### src/hdl/dunit_mode_pkg.sv
// Purpose: Constants and carriers for the D-unit mode control block
// Assumes: 16-bit status word, 40-bit accumulators
// Notes: What this block does is listed below
package dunit_mode_pkg;

    localparam int FLAG_BIT = 13;
    localparam int WIDE_BIT = 10;
    localparam int SAT_BIT = 9;
    localparam int SXM_BIT = 8;
    localparam logic [15:0] ST_RESET = 16'h2100;
    localparam logic [15:0] ST_WRITABLE = 16'h2700;

    localparam int MSB_WIDE = 39;
    localparam int MSB_NARROW = 31;
    localparam int SUBC_SHIFT = 15;

    localparam logic [39:0] SAT40_POS = 40'h7F_FFFF_FFFF;
    localparam logic [39:0] SAT40_NEG = 40'h80_0000_0000;
    localparam logic [39:0] SAT32_POS = 40'h00_7FFF_FFFF;
    localparam logic [39:0] SAT32_NEG = 40'hFF_8000_0000;

    typedef enum logic [3:0] {
        OP_LOAD = 4'h0,
        OP_ADD = 4'h1,
        OP_SUB = 4'h2,
        OP_MAC = 4'h3,
        OP_SUBC = 4'h4,
        OP_SHIFT_SIGNED = 4'h5,
        OP_SHIFT_LOGICAL = 4'h6,
        OP_ROTATE_LEFT = 4'h7,
        OP_ROTATE_RIGHT = 4'h8,
        OP_AND = 4'h9,
        OP_OR = 4'hA,
        OP_DUAL_ADD = 4'hB,
        OP_DUAL_SHR = 4'hC
    } aluop_e;

    typedef struct packed {
        logic wide;
        logic sat;
        logic sxm;
        logic legacy;
    } mode_s;

    typedef struct packed {
        aluop_e op;
        logic [39:0] acc;
        logic [15:0] opA;
        logic [15:0] opB;
        logic signed [5:0] shift;
        logic unsA;
        logic unsB;
        logic unsAcc;
        logic carryIn;
    } opreq_s;

    typedef struct packed {
        logic [39:0] value;
        logic carry;
        logic overflow;
        logic zero;
        logic negative;
    } result_s;

endpackage

### src/hdl/dunit_mode_control.sv
// Purpose: Status mode bits of the D unit and the accumulator operation
// Assumes: one operation request per enabled cycle, answer one cycle later
// Notes: guard bits and flags follow the width and extension bits
module dunit_mode_control
(
    // Clock, reset, enable
    input wire logic sys_clk,
    input wire logic nrst,
    input wire logic clkEn,
    // Single status bit set and clear
    input wire logic bitCmdValid,
    input wire logic bitCmdSet,
    input wire logic [3:0] bitCmdIndex,
    // Whole status word write and readback
    input wire logic stWrValid,
    input wire logic [15:0] stWrData,
    output logic [15:0] statusOne,
    // Compatibility bit kept elsewhere
    input wire logic legacyCompatMode,
    // Operation request
    input wire logic opValid,
    input wire dunit_mode_pkg::opreq_s opReq,
    // Operation result
    output logic resValid,
    output dunit_mode_pkg::result_s result,
    // External flag pin
    output logic generalOutputFlag
);

    // Shift by a count in the given direction; returns carry above the 40-bit value
    function automatic logic [40:0] shiftAcc(
        input logic [39:0] a,
        input logic [5:0] amt,
        input logic left,
        input logic fill,
        input logic wide
    );
        logic [80:0] t;
        logic [64:0] u;
        t = '0;
        u = '0;
        if (wide && left)
        begin
            t = {41'h0, a} << amt;
            return {t[40], t[39:0]};
        end
        else if (wide)
        begin
            t = {{40{fill}}, a, 1'b0} >> amt;
            return {t[0], t[40:1]};
        end
        else if (left)
        begin
            u = {33'h0, a[31:0]} << amt;
            return {u[32], 8'h00, u[31:0]};
        end
        else
        begin
            u = {{32{fill}}, a[31:0], 1'b0} >> amt;
            return {u[0], 8'h00, u[32:1]};
        end
    endfunction

    // Status register
    logic [15:0] status_ff;
    logic [15:0] nxt_status;
    dunit_mode_pkg::mode_s mode;

    always_comb
    begin
        nxt_status = status_ff;
        if (clkEn)
        begin
            if (stWrValid)
            begin
                nxt_status = stWrData & dunit_mode_pkg::ST_WRITABLE;
            end
            if (bitCmdValid && dunit_mode_pkg::ST_WRITABLE[bitCmdIndex])
            begin
                nxt_status[bitCmdIndex] = bitCmdSet;
            end
        end
    end

    always_ff @(posedge sys_clk or negedge nrst)
    begin
        if (!nrst)
        begin
            status_ff <= dunit_mode_pkg::ST_RESET;
        end
        else
        begin
            status_ff <= nxt_status;
        end
    end

    assign mode.wide = status_ff[dunit_mode_pkg::WIDE_BIT];
    assign mode.sat = status_ff[dunit_mode_pkg::SAT_BIT];
    assign mode.sxm = status_ff[dunit_mode_pkg::SXM_BIT];
    assign mode.legacy = legacyCompatMode;

    // Operand extension
    logic [39:0] extA;
    logic [39:0] zextA;
    logic [23:0] ext24A;
    logic [16:0] ext17A;
    logic [39:0] extB;
    logic [39:0] zextB;
    logic [23:0] ext24B;
    logic [16:0] ext17B;

    dunit_operand_extend extendA (
        .operand(opReq.opA),
        .signExtMode(mode.sxm),
        .unsignedQual(opReq.unsA),
        .ext40(extA),
        .zext40(zextA),
        .ext24(ext24A),
        .ext17(ext17A)
    );

    dunit_operand_extend extendB (
        .operand(opReq.opB),
        .signExtMode(mode.sxm),
        .unsignedQual(opReq.unsB),
        .ext40(extB),
        .zext40(zextB),
        .ext24(ext24B),
        .ext17(ext17B)
    );

    // Shared adder for add, subtract, MAC and conditional subtract
    logic signed [33:0] product;
    logic [39:0] addB;
    logic [39:0] addOp;
    logic addSub;
    logic [40:0] sum41;
    logic [32:0] sum33;
    logic addCarry;
    logic addOvf;
    logic addPos;
    logic [39:0] satValue;

    assign product = $signed(ext17A) * $signed(ext17B);

    always_comb
    begin
        addSub = 1'b0;
        addB = extA;
        unique case (opReq.op)
            dunit_mode_pkg::OP_SUB:
            begin
                addSub = 1'b1;
            end
            dunit_mode_pkg::OP_MAC:
            begin
                addB = {{6{product[33]}}, product};
            end
            dunit_mode_pkg::OP_SUBC:
            begin
                addSub = 1'b1;
                addB = extA << dunit_mode_pkg::SUBC_SHIFT;
            end
            default:
            begin
                addB = extA;
            end
        endcase
        addOp = addSub ? ~addB : addB;
        sum41 = {1'b0, opReq.acc} + {1'b0, addOp} + {40'h0, addSub};
        sum33 = {1'b0, opReq.acc[31:0]} + {1'b0, addOp[31:0]} + {32'h0, addSub};
        if (mode.wide)
        begin
            addCarry = sum41[40];
            addOvf = (opReq.acc[39] == addOp[39]) && (sum41[39] != opReq.acc[39]);
            addPos = ~opReq.acc[39];
        end
        else
        begin
            addCarry = sum33[32];
            addOvf = (opReq.acc[31] == addOp[31]) && (sum41[31] != opReq.acc[31]);
            addPos = ~opReq.acc[31];
        end
    end

    dunit_saturate saturate (
        .rawValue(sum41[39:0]),
        .overflow(addOvf),
        .positiveDir(addPos),
        .wideMode(mode.wide),
        .satEnable(mode.sat),
        .value(satValue)
    );

    // Operation result
    logic resValid_ff;
    logic nxt_resValid;
    dunit_mode_pkg::result_s res_ff;
    dunit_mode_pkg::result_s nxt_res;

    always_comb
    begin
        logic [40:0] sh;
        logic [5:0] amt;
        logic left;
        logic fill;
        logic wideShift;
        logic [15:0] hiHalf;
        logic [15:0] loHalf;
        logic [23:0] hiSum;
        sh = '0;
        amt = opReq.shift[5] ? 6'(-opReq.shift) : 6'(opReq.shift);
        left = ~opReq.shift[5];
        fill = 1'b0;
        wideShift = mode.wide | mode.legacy;
        hiHalf = '0;
        loHalf = '0;
        hiSum = '0;
        nxt_resValid = resValid_ff;
        nxt_res = res_ff;
        if (clkEn)
        begin
            nxt_resValid = opValid;
        end
        if (clkEn && opValid)
        begin
            nxt_res.carry = opReq.carryIn;
            nxt_res.overflow = 1'b0;
            unique case (opReq.op)
                dunit_mode_pkg::OP_LOAD:
                begin
                    nxt_res.value = extA;
                end
                dunit_mode_pkg::OP_ADD, dunit_mode_pkg::OP_SUB, dunit_mode_pkg::OP_MAC:
                begin
                    nxt_res.value = satValue;
                    nxt_res.carry = addCarry;
                    nxt_res.overflow = addOvf;
                end
                dunit_mode_pkg::OP_SUBC:
                begin
                    if (!sum41[39])
                    begin
                        nxt_res.value = {sum41[38:0], 1'b1};
                    end
                    else
                    begin
                        nxt_res.value = {opReq.acc[38:0], 1'b0};
                    end
                end
                dunit_mode_pkg::OP_SHIFT_SIGNED:
                begin
                    fill = mode.sxm & ~opReq.unsAcc
                           & (wideShift ? opReq.acc[39] : opReq.acc[31]);
                    sh = shiftAcc(opReq.acc, amt, left, fill, wideShift);
                    nxt_res.value = sh[39:0];
                    if (!wideShift && mode.sxm)
                    begin
                        nxt_res.value[39:32] = {8{sh[31]}};
                    end
                    nxt_res.carry = sh[40];
                end
                dunit_mode_pkg::OP_SHIFT_LOGICAL:
                begin
                    sh = shiftAcc(opReq.acc, amt, left, 1'b0, mode.wide);
                    nxt_res.value = sh[39:0];
                    nxt_res.carry = sh[40];
                end
                dunit_mode_pkg::OP_ROTATE_LEFT:
                begin
                    nxt_res.value = mode.wide ? {opReq.acc[38:0], opReq.carryIn}
                        : {8'h00, opReq.acc[30:0], opReq.carryIn};
                    nxt_res.carry = mode.wide ? opReq.acc[39] : opReq.acc[31];
                end
                dunit_mode_pkg::OP_ROTATE_RIGHT:
                begin
                    nxt_res.value = mode.wide ? {opReq.carryIn, opReq.acc[39:1]}
                        : {8'h00, opReq.carryIn, opReq.acc[31:1]};
                    nxt_res.carry = opReq.acc[0];
                end
                dunit_mode_pkg::OP_AND:
                begin
                    nxt_res.value = opReq.acc & zextA;
                end
                dunit_mode_pkg::OP_OR:
                begin
                    nxt_res.value = opReq.acc | zextA;
                end
                dunit_mode_pkg::OP_DUAL_ADD:
                begin
                    hiSum = opReq.acc[39:16] + ext24B;
                    loHalf = opReq.acc[15:0] + opReq.opA;
                    nxt_res.value = {hiSum, loHalf};
                end
                dunit_mode_pkg::OP_DUAL_SHR:
                begin
                    fill = mode.sxm & ~opReq.unsAcc;
                    hiHalf = {fill & opReq.acc[31], opReq.acc[31:17]};
                    loHalf = {fill & opReq.acc[15], opReq.acc[15:1]};
                    nxt_res.value = {{8{hiHalf[15]}}, hiHalf, loHalf};
                end
                default:
                begin
                    nxt_res.value = opReq.acc;
                end
            endcase
            nxt_res.zero = wideShift ? (nxt_res.value == 40'h00_0000_0000)
                : (nxt_res.value[31:0] == 32'h0000_0000);
            nxt_res.negative = wideShift ? nxt_res.value[dunit_mode_pkg::MSB_WIDE]
                : nxt_res.value[dunit_mode_pkg::MSB_NARROW];
        end
    end

    always_ff @(posedge sys_clk or negedge nrst)
    begin
        if (!nrst)
        begin
            resValid_ff <= 1'b0;
            res_ff <= '0;
        end
        else
        begin
            resValid_ff <= nxt_resValid;
            res_ff <= nxt_res;
        end
    end

    assign statusOne = status_ff;
    assign generalOutputFlag = status_ff[dunit_mode_pkg::FLAG_BIT];
    assign resValid = resValid_ff;
    assign result = res_ff;

endmodule

### src/hdl/dunit_operand_extend.sv
// Purpose: Extend a short operand to the widths the D unit uses
// Assumes: purely combinational
// Notes: MAC form ignores the sign-extension mode
module dunit_operand_extend
(
    // Operand and qualifiers
    input wire logic [15:0] operand,
    input wire logic signExtMode,
    input wire logic unsignedQual,
    // Extended forms
    output logic [39:0] ext40,
    output logic [39:0] zext40,
    output logic [23:0] ext24,
    output logic [16:0] ext17
);
    logic fill;

    assign fill = signExtMode & ~unsignedQual & operand[15];
    assign ext40 = {{24{fill}}, operand};
    assign zext40 = {24'h00_0000, operand};
    assign ext24 = {{8{fill}}, operand};
    assign ext17 = {operand[15] & ~unsignedQual, operand};

endmodule

### src/hdl/dunit_saturate.sv
// Purpose: Replace an overflowing result with the width's limit
// Assumes: overflow and direction computed at the active sign position
// Notes: passes the raw value when saturation is off
module dunit_saturate
(
    // Raw result
    input wire logic [39:0] rawValue,
    input wire logic overflow,
    input wire logic positiveDir,
    // Mode
    input wire logic wideMode,
    input wire logic satEnable,
    // Saturated result
    output logic [39:0] value
);
    always_comb
    begin
        value = rawValue;
        if (satEnable && overflow)
        begin
            if (wideMode)
            begin
                value = positiveDir ? dunit_mode_pkg::SAT40_POS
                                    : dunit_mode_pkg::SAT40_NEG;
            end
            else
            begin
                value = positiveDir ? dunit_mode_pkg::SAT32_POS
                                    : dunit_mode_pkg::SAT32_NEG;
            end
        end
    end

endmodule

### config.mk
export PLATFORM = sky130hd
export DESIGN_NAME = dunit_mode_control
export DESIGN_NICKNAME = d
export VERILOG_FILES = /design/src/hdl/dunit_mode_pkg.sv /design/src/hdl/dunit_mode_control.sv /design/src/hdl/dunit_operand_extend.sv /design/src/hdl/dunit_saturate.sv
export SDC_FILE = /design/constraint.sdc
export NUM_CORES = 2
export LEC_CHECK = 0
export BUFFER_PORTS_ARGS = -buffer_cell sky130_fd_sc_hd__clkbuf_2
export CAP_MARGIN = 20
export CELL_PAD_IN_SITES_DETAIL_PLACEMENT = 0
export CELL_PAD_IN_SITES_GLOBAL_PLACEMENT = 1
export CORE_ASPECT_RATIO = 0.75
export CORE_UTILIZATION = 44
export CTS_CLUSTER_SIZE = 8
export DETAILED_ROUTE_END_ITERATION = 8
export PLACE_DENSITY = 0.84
export SYNTH_ARGS = -nofsm -noshare
export SYNTH_HDL_FRONTEND = slang
export SYNTH_SLANG_ARGS = --single-unit
### constraint.sdc
create_clock -name sys_clk -period 4.8 [get_ports sys_clk]
set_input_delay 0 -clock sys_clk [delete_from_list [all_inputs] [get_ports sys_clk]]
set_output_delay 0 -clock sys_clk [all_outputs]
set_load 0.1 [all_outputs]
* After elaboration in Yosys (flattened, before gate mapping) *
Memory sizes are Yosys's and may differ from the RTL's.
Cells that the tools add are included.

cells by class
  muxes and demuxes = 36
  shift operators = 6
  $lt $le $gt $ge = 2
  equal/unequal tests = 16
  divide/modulo/power cells = 0
  reductions and logical operators = 15
  bitwise gates (word level) = 20
  $mul = 1
  add/sub/neg operators = 7

operators by type and width
  kind                  number
  $pmux W40 S11         1
  $mux W40              9
  $mux W41              6
  $shr A81 B6 Y41       1
  $pmux W40 S2          1
  $shr A65 B6 Y33       1
  $mux W16              3
  $add A40 B40 Y41      1
  $add A41 B1 Y41       1
  $shl A40 B6 Y41       1
  $shr A41 B6 Y41       1
  $and A40 B16 Y40      1
  $logic_not A40 Y1     1
  $not A40 Y40          1
  $or A40 B16 Y40       1
  $mul A17 B17 Y34      1
  $add A32 B32 Y33      1
  $add A33 B1 Y33       1
  $shl A32 B6 Y33       1
  $shr A33 B6 Y33       1
  $logic_not A32 Y1     1
  $add A24 B24 Y24      1
  $eq A4 B4 Y1 const B  5
  $add A16 B16 Y16      1
  other kinds (22)      60

storage, ports and cells
  logic and storage cells = 111
  memories kept = 1
  memory bits (writable) = 0
  input bits = 114
  flip-flop bits (word level) = 61
  ROM bits = 16
  latch bits = 0
  output and inout bits = 62

memories
  name             depth  bits a word  read ports  clocked after Yosys merged registers in  wr ports  RTL line                  RTL
  (no name shown)  16     1            1           0                                        0         dunit_mode_control.sv:78  if (bitCmdValid && dunit_mode_pkg::ST_WRITABLE[bitCmdIndex])

* Logic depth before layout (Yosys ltp) *
  depth after elaboration = 17
  mapped depth = 46
  depth with buffers taken out = 41

* By module *
Synthesis repeated with hierarchy kept, for this count alone.

unflattened totals
  cell total of the unflattened synthesis = 4232
  area total of the unflattened synthesis = 32412.3 um2

by module, submodules not included
  module                cells an instance  area an instance (um2)  instances
  dunit_mode_control    3926               30132.6                 1
  dunit_operand_extend  123                919.6                   2
  dunit_saturate        60                 440.4                   1

* Least setup slack after synthesis *
OpenSTA, ideal clock, no wires.

  path type = input to register
  start point = input opReq[34] (netlist name)
  end point = register res_ff (netlist bit result[1])
  stages = 42
  path slack = -5144 ps
  arrival = 9867 ps
  path through = clkbuf_1 clkbuf_1 nand2_1 fa_1 fa_1 fa_1 fa_1 inv_1 fa_1 inv_1 fa_1 inv_1 ha_1 a21o_1 a21oi_1 nor2b_1 nand2b_1 a211oi_1 (+6 left out) a221oi_1 xor2_1 ha_1 clkbuf_1 nand4_1 nor3_1 inv_1 a211oi_1 o22ai_1 xor2_1 buf_2 buf_1 mux2i_1 nor2_1 o32a_1 a2111oi_0 a41oi_1 a21oi_1

on the way
  word-level cells in the longest chain between the ends = 15

RTL lines
  what                                                           RTL line                                              RTL
  start, declared                                                dunit_mode_control.sv:22                              input wire dunit_mode_pkg::opreq_s opReq,
  $mul A17 B17 Y34                                               dunit_mode_control.sv:144                             assign product = $signed(ext17A) * $signed(ext17B);
  $pmux W40 S2                                                   dunit_mode_control.sv:150                             unique case (opReq.op)
  $not A40 Y40                                                   dunit_mode_control.sv:169                             addOp = addSub ? ~addB : addB;
  $mux W40                                                       dunit_mode_control.sv:169
  $add A40 B40 Y41                                               dunit_mode_control.sv:170                             sum41 = {1'b0, opReq.acc} + {1'b0, addOp} + {40'h0, addSub};
  $add A41 B1 Y41                                                dunit_mode_control.sv:170
  $ne A1 B1 Y1, on equally long branches                         dunit_mode_control.sv:181, dunit_mode_control.sv:175
  $logic_and A1 B1 Y1, on equally long branches                  dunit_mode_control.sv:181, dunit_mode_control.sv:175
  $mux W1                                                        dunit_mode_control.sv:172                             if (mode.wide)
  $logic_and A1 B1 Y1                                            dunit_saturate.sv:19                                  if (satEnable && overflow)
  $mux W40                                                       dunit_saturate.sv:19
  $pmux W40 S11 (*)                                              dunit_mode_control.sv:229                             unique case (opReq.op)
  $mux W40 (*)                                                   dunit_mode_control.sv:225                             if (clkEn && opValid)
  $logic_not A40 Y1 / $logic_not A32 Y1 (equally long branches)  dunit_mode_control.sv:307, dunit_mode_control.sv:308
  $mux W1 (*)                                                    dunit_mode_control.sv:307                             nxt_res.zero = wideShift ? (nxt_res.value == 40'h00_0000_0000)
  end signal, assigned                                           dunit_mode_control.sv:324                             res_ff <= nxt_res;
  end, declared                                                  dunit_mode_control.sv:198                             dunit_mode_pkg::result_s res_ff;

Every way passes the cells marked *; elsewhere a longest branch is shown, timed or not. The select of a mux whose other input is x is not followed.
A chain may end at the register's enable or synchronous reset.

* Worst setup path in the final report *
  start point = input opReq[33] (netlist name)
  end point = register res_ff (netlist bit result[1])

Same word-level chain as after synthesis.

==> results.txt <==
The run finished, with violations left. The checks that failed: DRC, setup timing. The power density over cell area is 699.7 nW/µm². The number of nets at the end of the flow came out at 5,123.

Averaged over all synthesized cells, the footprint is 7.755 µm². The initial core utilization came out at 0.4478. The number of maximum-capacitance violations came out at 0. The max-slew violation count came out at 0. Synthesis produced 3,786 cells. In the final layout, the multi-input gates occupy 26,550 µm². Subtracting the final worst setup slack from the clock period gives 9.424 ns. The proportion of register bits with asynchronous set or reset after synthesis is 1.000. The worst setup path is captured at a register. The layout cell share with drive strength beyond 1 is 0.3044.

The worst clock skew is 0.005327 ns. Among the stages of the critical path, the cell type that occurs most often is sky130_fd_sc_hd__fa_1. Among all stages on the critical path, the largest delay is contributed by sky130_fd_sc_hd__fa_1. The number of global-route vias before repair is 33.98k. The final cell utilization of the core came out at 0.5921.

In the final layout, flip-flops and latches occupy 1529 µm². The number of vias per cell came out at 6.577. The count of boundary I/O pins came out at 176.

The worst hold path belongs to the class in -> reg. Hold timing on the final database bottoms out at a slack of 0.07248 ns. The clock tree from TritonCTS is built. The clock root buffer is sky130_fd_sc_hd__clkbuf_16. The leading register cell type out of synthesis is sky130_fd_sc_hd__dfrtp_1. For this block, the via count after detailed routing is 35.60k.

The final antenna-violating net count is 0. Synthesis produced a netlist with a net count of 4,380. Static timing analysis puts the maximum clock frequency at 106.1 MHz. The initial antenna violation count is 14. Entering global routing, the biggest net connects 62 pins. Setup slack on the critical path of the routed design comes to -4.624 ns. The most common cell after layout, fill and taps aside is sky130_fd_sc_hd__buf_4. The core region is 65,570 µm². Once placement completed, the tool counted placed cells totaling 5,321. The number of buffers inserted during clock tree synthesis came out at 9. The largest voltage drop on the vdd net is 1.208 mV. After the flow finishes, the layout carries non-filler instances totaling 5,413.

The warning count from the yosys run is 0. The total count of hold-check failures in the final report is 0. The die footprint is 67,780 µm². The startpoint type of the worst setup path is a primary input.

The number of endpoints failing setup at the final stage is 44. Summed over all cells, the static leakage comes to 0.01823 µW. The netlist area before placement is 29,360 µm².

The data required time at the worst endpoint came out at 5.05 ns. The count of filler cells inserted in the layout is 6,013. The final cycle utilization of the critical path came out at 1.963. The clock sink total came out at 61. The final layout contains routed wiring with a total length of 167.0 mm.

The worst setup path is of the in -> reg kind. The number of violations reported at the end of detailed-routing iteration 0 is 5,064. The clock insertion delay at the later pin of the skew report came out at 0.33 ns. The setup TNS came out at -181.05 ns. For this run, the slowest stage of the critical path takes 0.55 ns. The residual DRC count is 29. The top cell types in the final layout, fill and taps aside, are sky130_fd_sc_hd__buf_4, sky130_fd_sc_hd__nand2_1, sky130_fd_sc_hd__inv_1. In the global route stage, overall resource usage came out at 0.4846.

The die height came out at 225.7 µm. The initialized floorplan defines 81 standard-cell rows. The distinct cell type count after synthesis is 99. The synthesized design contains 61 register bits. The biggest area contributor in the post-synthesis netlist is sky130_fd_sc_hd__fa_1.

Port buffering added 163 buffers. The final RePlAce weighted congestion came out at 1.162. The number of synthesized flops with an enable pin is 0.

The final HPWL from detailed placement came out at 137.3 mm. The area share of the largest cell type after synthesis came out at 0.2039. The mean routed wirelength per cell is 30.85 µm. The floorplan die width came out at 300.3 µm. The worst pin sits at a relative slew slack of 0.2243. The wire length of the first global-routing pass came out at 239.3 mm.

The sum of overflow across all layers after global routing is 0. The CTS clock-pin slew for the worst setup and hold paths is 0.05 ns. The total number of H-tree levels is 3. The longest clock path from root to sink contains 2 buffers.

The synthesis-to-finish area growth is 32.23%. For this run, the register share of the synthesized area comes to 0.05207. The actual slew at the worst max-slew pin is 1.161 ns. Setup repair after global routing could not meet its margin everywhere. By area the synthesized netlist is led by sky130_fd_sc_hd__fa_1, sky130_fd_sc_hd__ha_1, sky130_fd_sc_hd__nand2_1, sky130_fd_sc_hd__mux2i_1, sky130_fd_sc_hd__dfrtp_1.

The highest net fanout along the worst path came out at 5. The number of iterations in the first detailed-routing pass is 9. The data arrival time at the worst-slack endpoint is 9.67 ns.
-- synth_stat cells (all sizes together) (21+ instances only) --
cell type  number
mux2           54
o21ai         185
nand4          24
a221oi         32
clkbuf        204
inv           374
o31ai          25
nor2b          22
nand2b         24
nand2         467
mux4           53
nor4           27
xnor2          69
nor3           78
a21oi         231
o211ai         47
buf            93
dfrtp          59
a2111oi        21
a211oi         44
fa            299
o21a           21
mux2i         157
o22ai          25
o21bai         22
nand3          77
a21o           33
a22oi          44
nor2          224
xor2           61
ha            181
a31oi          59
o221ai         28
and2          154
-- kinds of logic (layout without fill, tap and decap cells) --
kind of cell,after synthesis,count (layout),synth area share
buf+inv,671,1418,0.09000
compound gates,1009,1010,0.2359
xor+xnor,130,130,0.03967
flops,61,61,0.05207
simple gates,1171,1171,0.1860
other cells,0,8,0
mux,264,264,0.1153
fa+ha+maj,480,480,0.2810
-- registers in the layout, indices dropped and copies added (netlist names) --
| register | count |
|---|---|
| result | 44 |
| resValid | 1 |
| statusOne | 16 |
-- critical path, delay by kind of cell --
family | cells | cell delay [ns]
adder cells (fa/ha/maj) | 8 | 3.55
AO/OA/AOI/OAI | 16 | 3.30
AND/OR/NAND/NOR | 9 | 1.48
buffers and inverters | 9 | 1.03
XOR/XNOR | 2 | 0.29
-- routing by layer --
layer	up-vias	GRT usage	wire length, µm
met5	-	0	143
met4	22	0.1228	5717
met3	415	0.2254	27770
met2	2668	0.6589	64450
met1	17590	0.6797	68930
li1	14910	-	-
-- repair_timing --
| item | in CTS | in global routing |
|---|---|---|
| gates cloned | 1 | 1 |
| hold buffers | 2 | 0 |
| pin swaps | 86 | 73 |
| resized for setup | 181 | 128 |
| setup buffers | 54 | 27 |
| endpoints found under the setup margin | 44 | 44 |
| endpoints found under the hold margin | 60 | 0 |
-- worst paths after layout --
path	start	endpoint	slack, ns	depth (start not counted)
worst max register to register	statusOne[8]	result[1]	-0.67	22
worst min register to register	result[13]	result[13]	0.48	2
max in group asynchronous	nrst	statusOne[14]	3.92	3
worst min-delay path	stWrData[13]	statusOne[13]	0.07	4
min in group asynchronous	nrst	result[31]	0.37	3
worst max-delay path	opReq[33]	result[1]	-4.62	44
-- per-stage QoR --
step / worst slack [ns] / total power, µW / area (µm²)
floorplan: -4.401 / 13880 / 29750
global placement: -5.077 / 23010 / 36610
detailed placement: -5.401 / 23210 / 36610
CTS: -4.428 / 25330 / 38120
global route: -4.884 / 28870 / 38810
finish: -4.624 / 27170 / 38830
-- power by group --
group,switching [µW],internal (µW)
combinational,14100,11700
sequential,82.0,639
clock,235,402
total,14400,12800
-- layout make-up --
class / instances / area share
multi-input combinational: 3055 / 0.6839
sequential: 61 / 0.03938
clock buffer: 9 / 0.005801
inverter: 374 / 0.03616
antenna: 8 / 0.0005156
clock inverter: 7 / 0.001934
timing repair buffer: 1028 / 0.2043
tap: 871 / 0.02807
(Power assumes the default switching activity.)
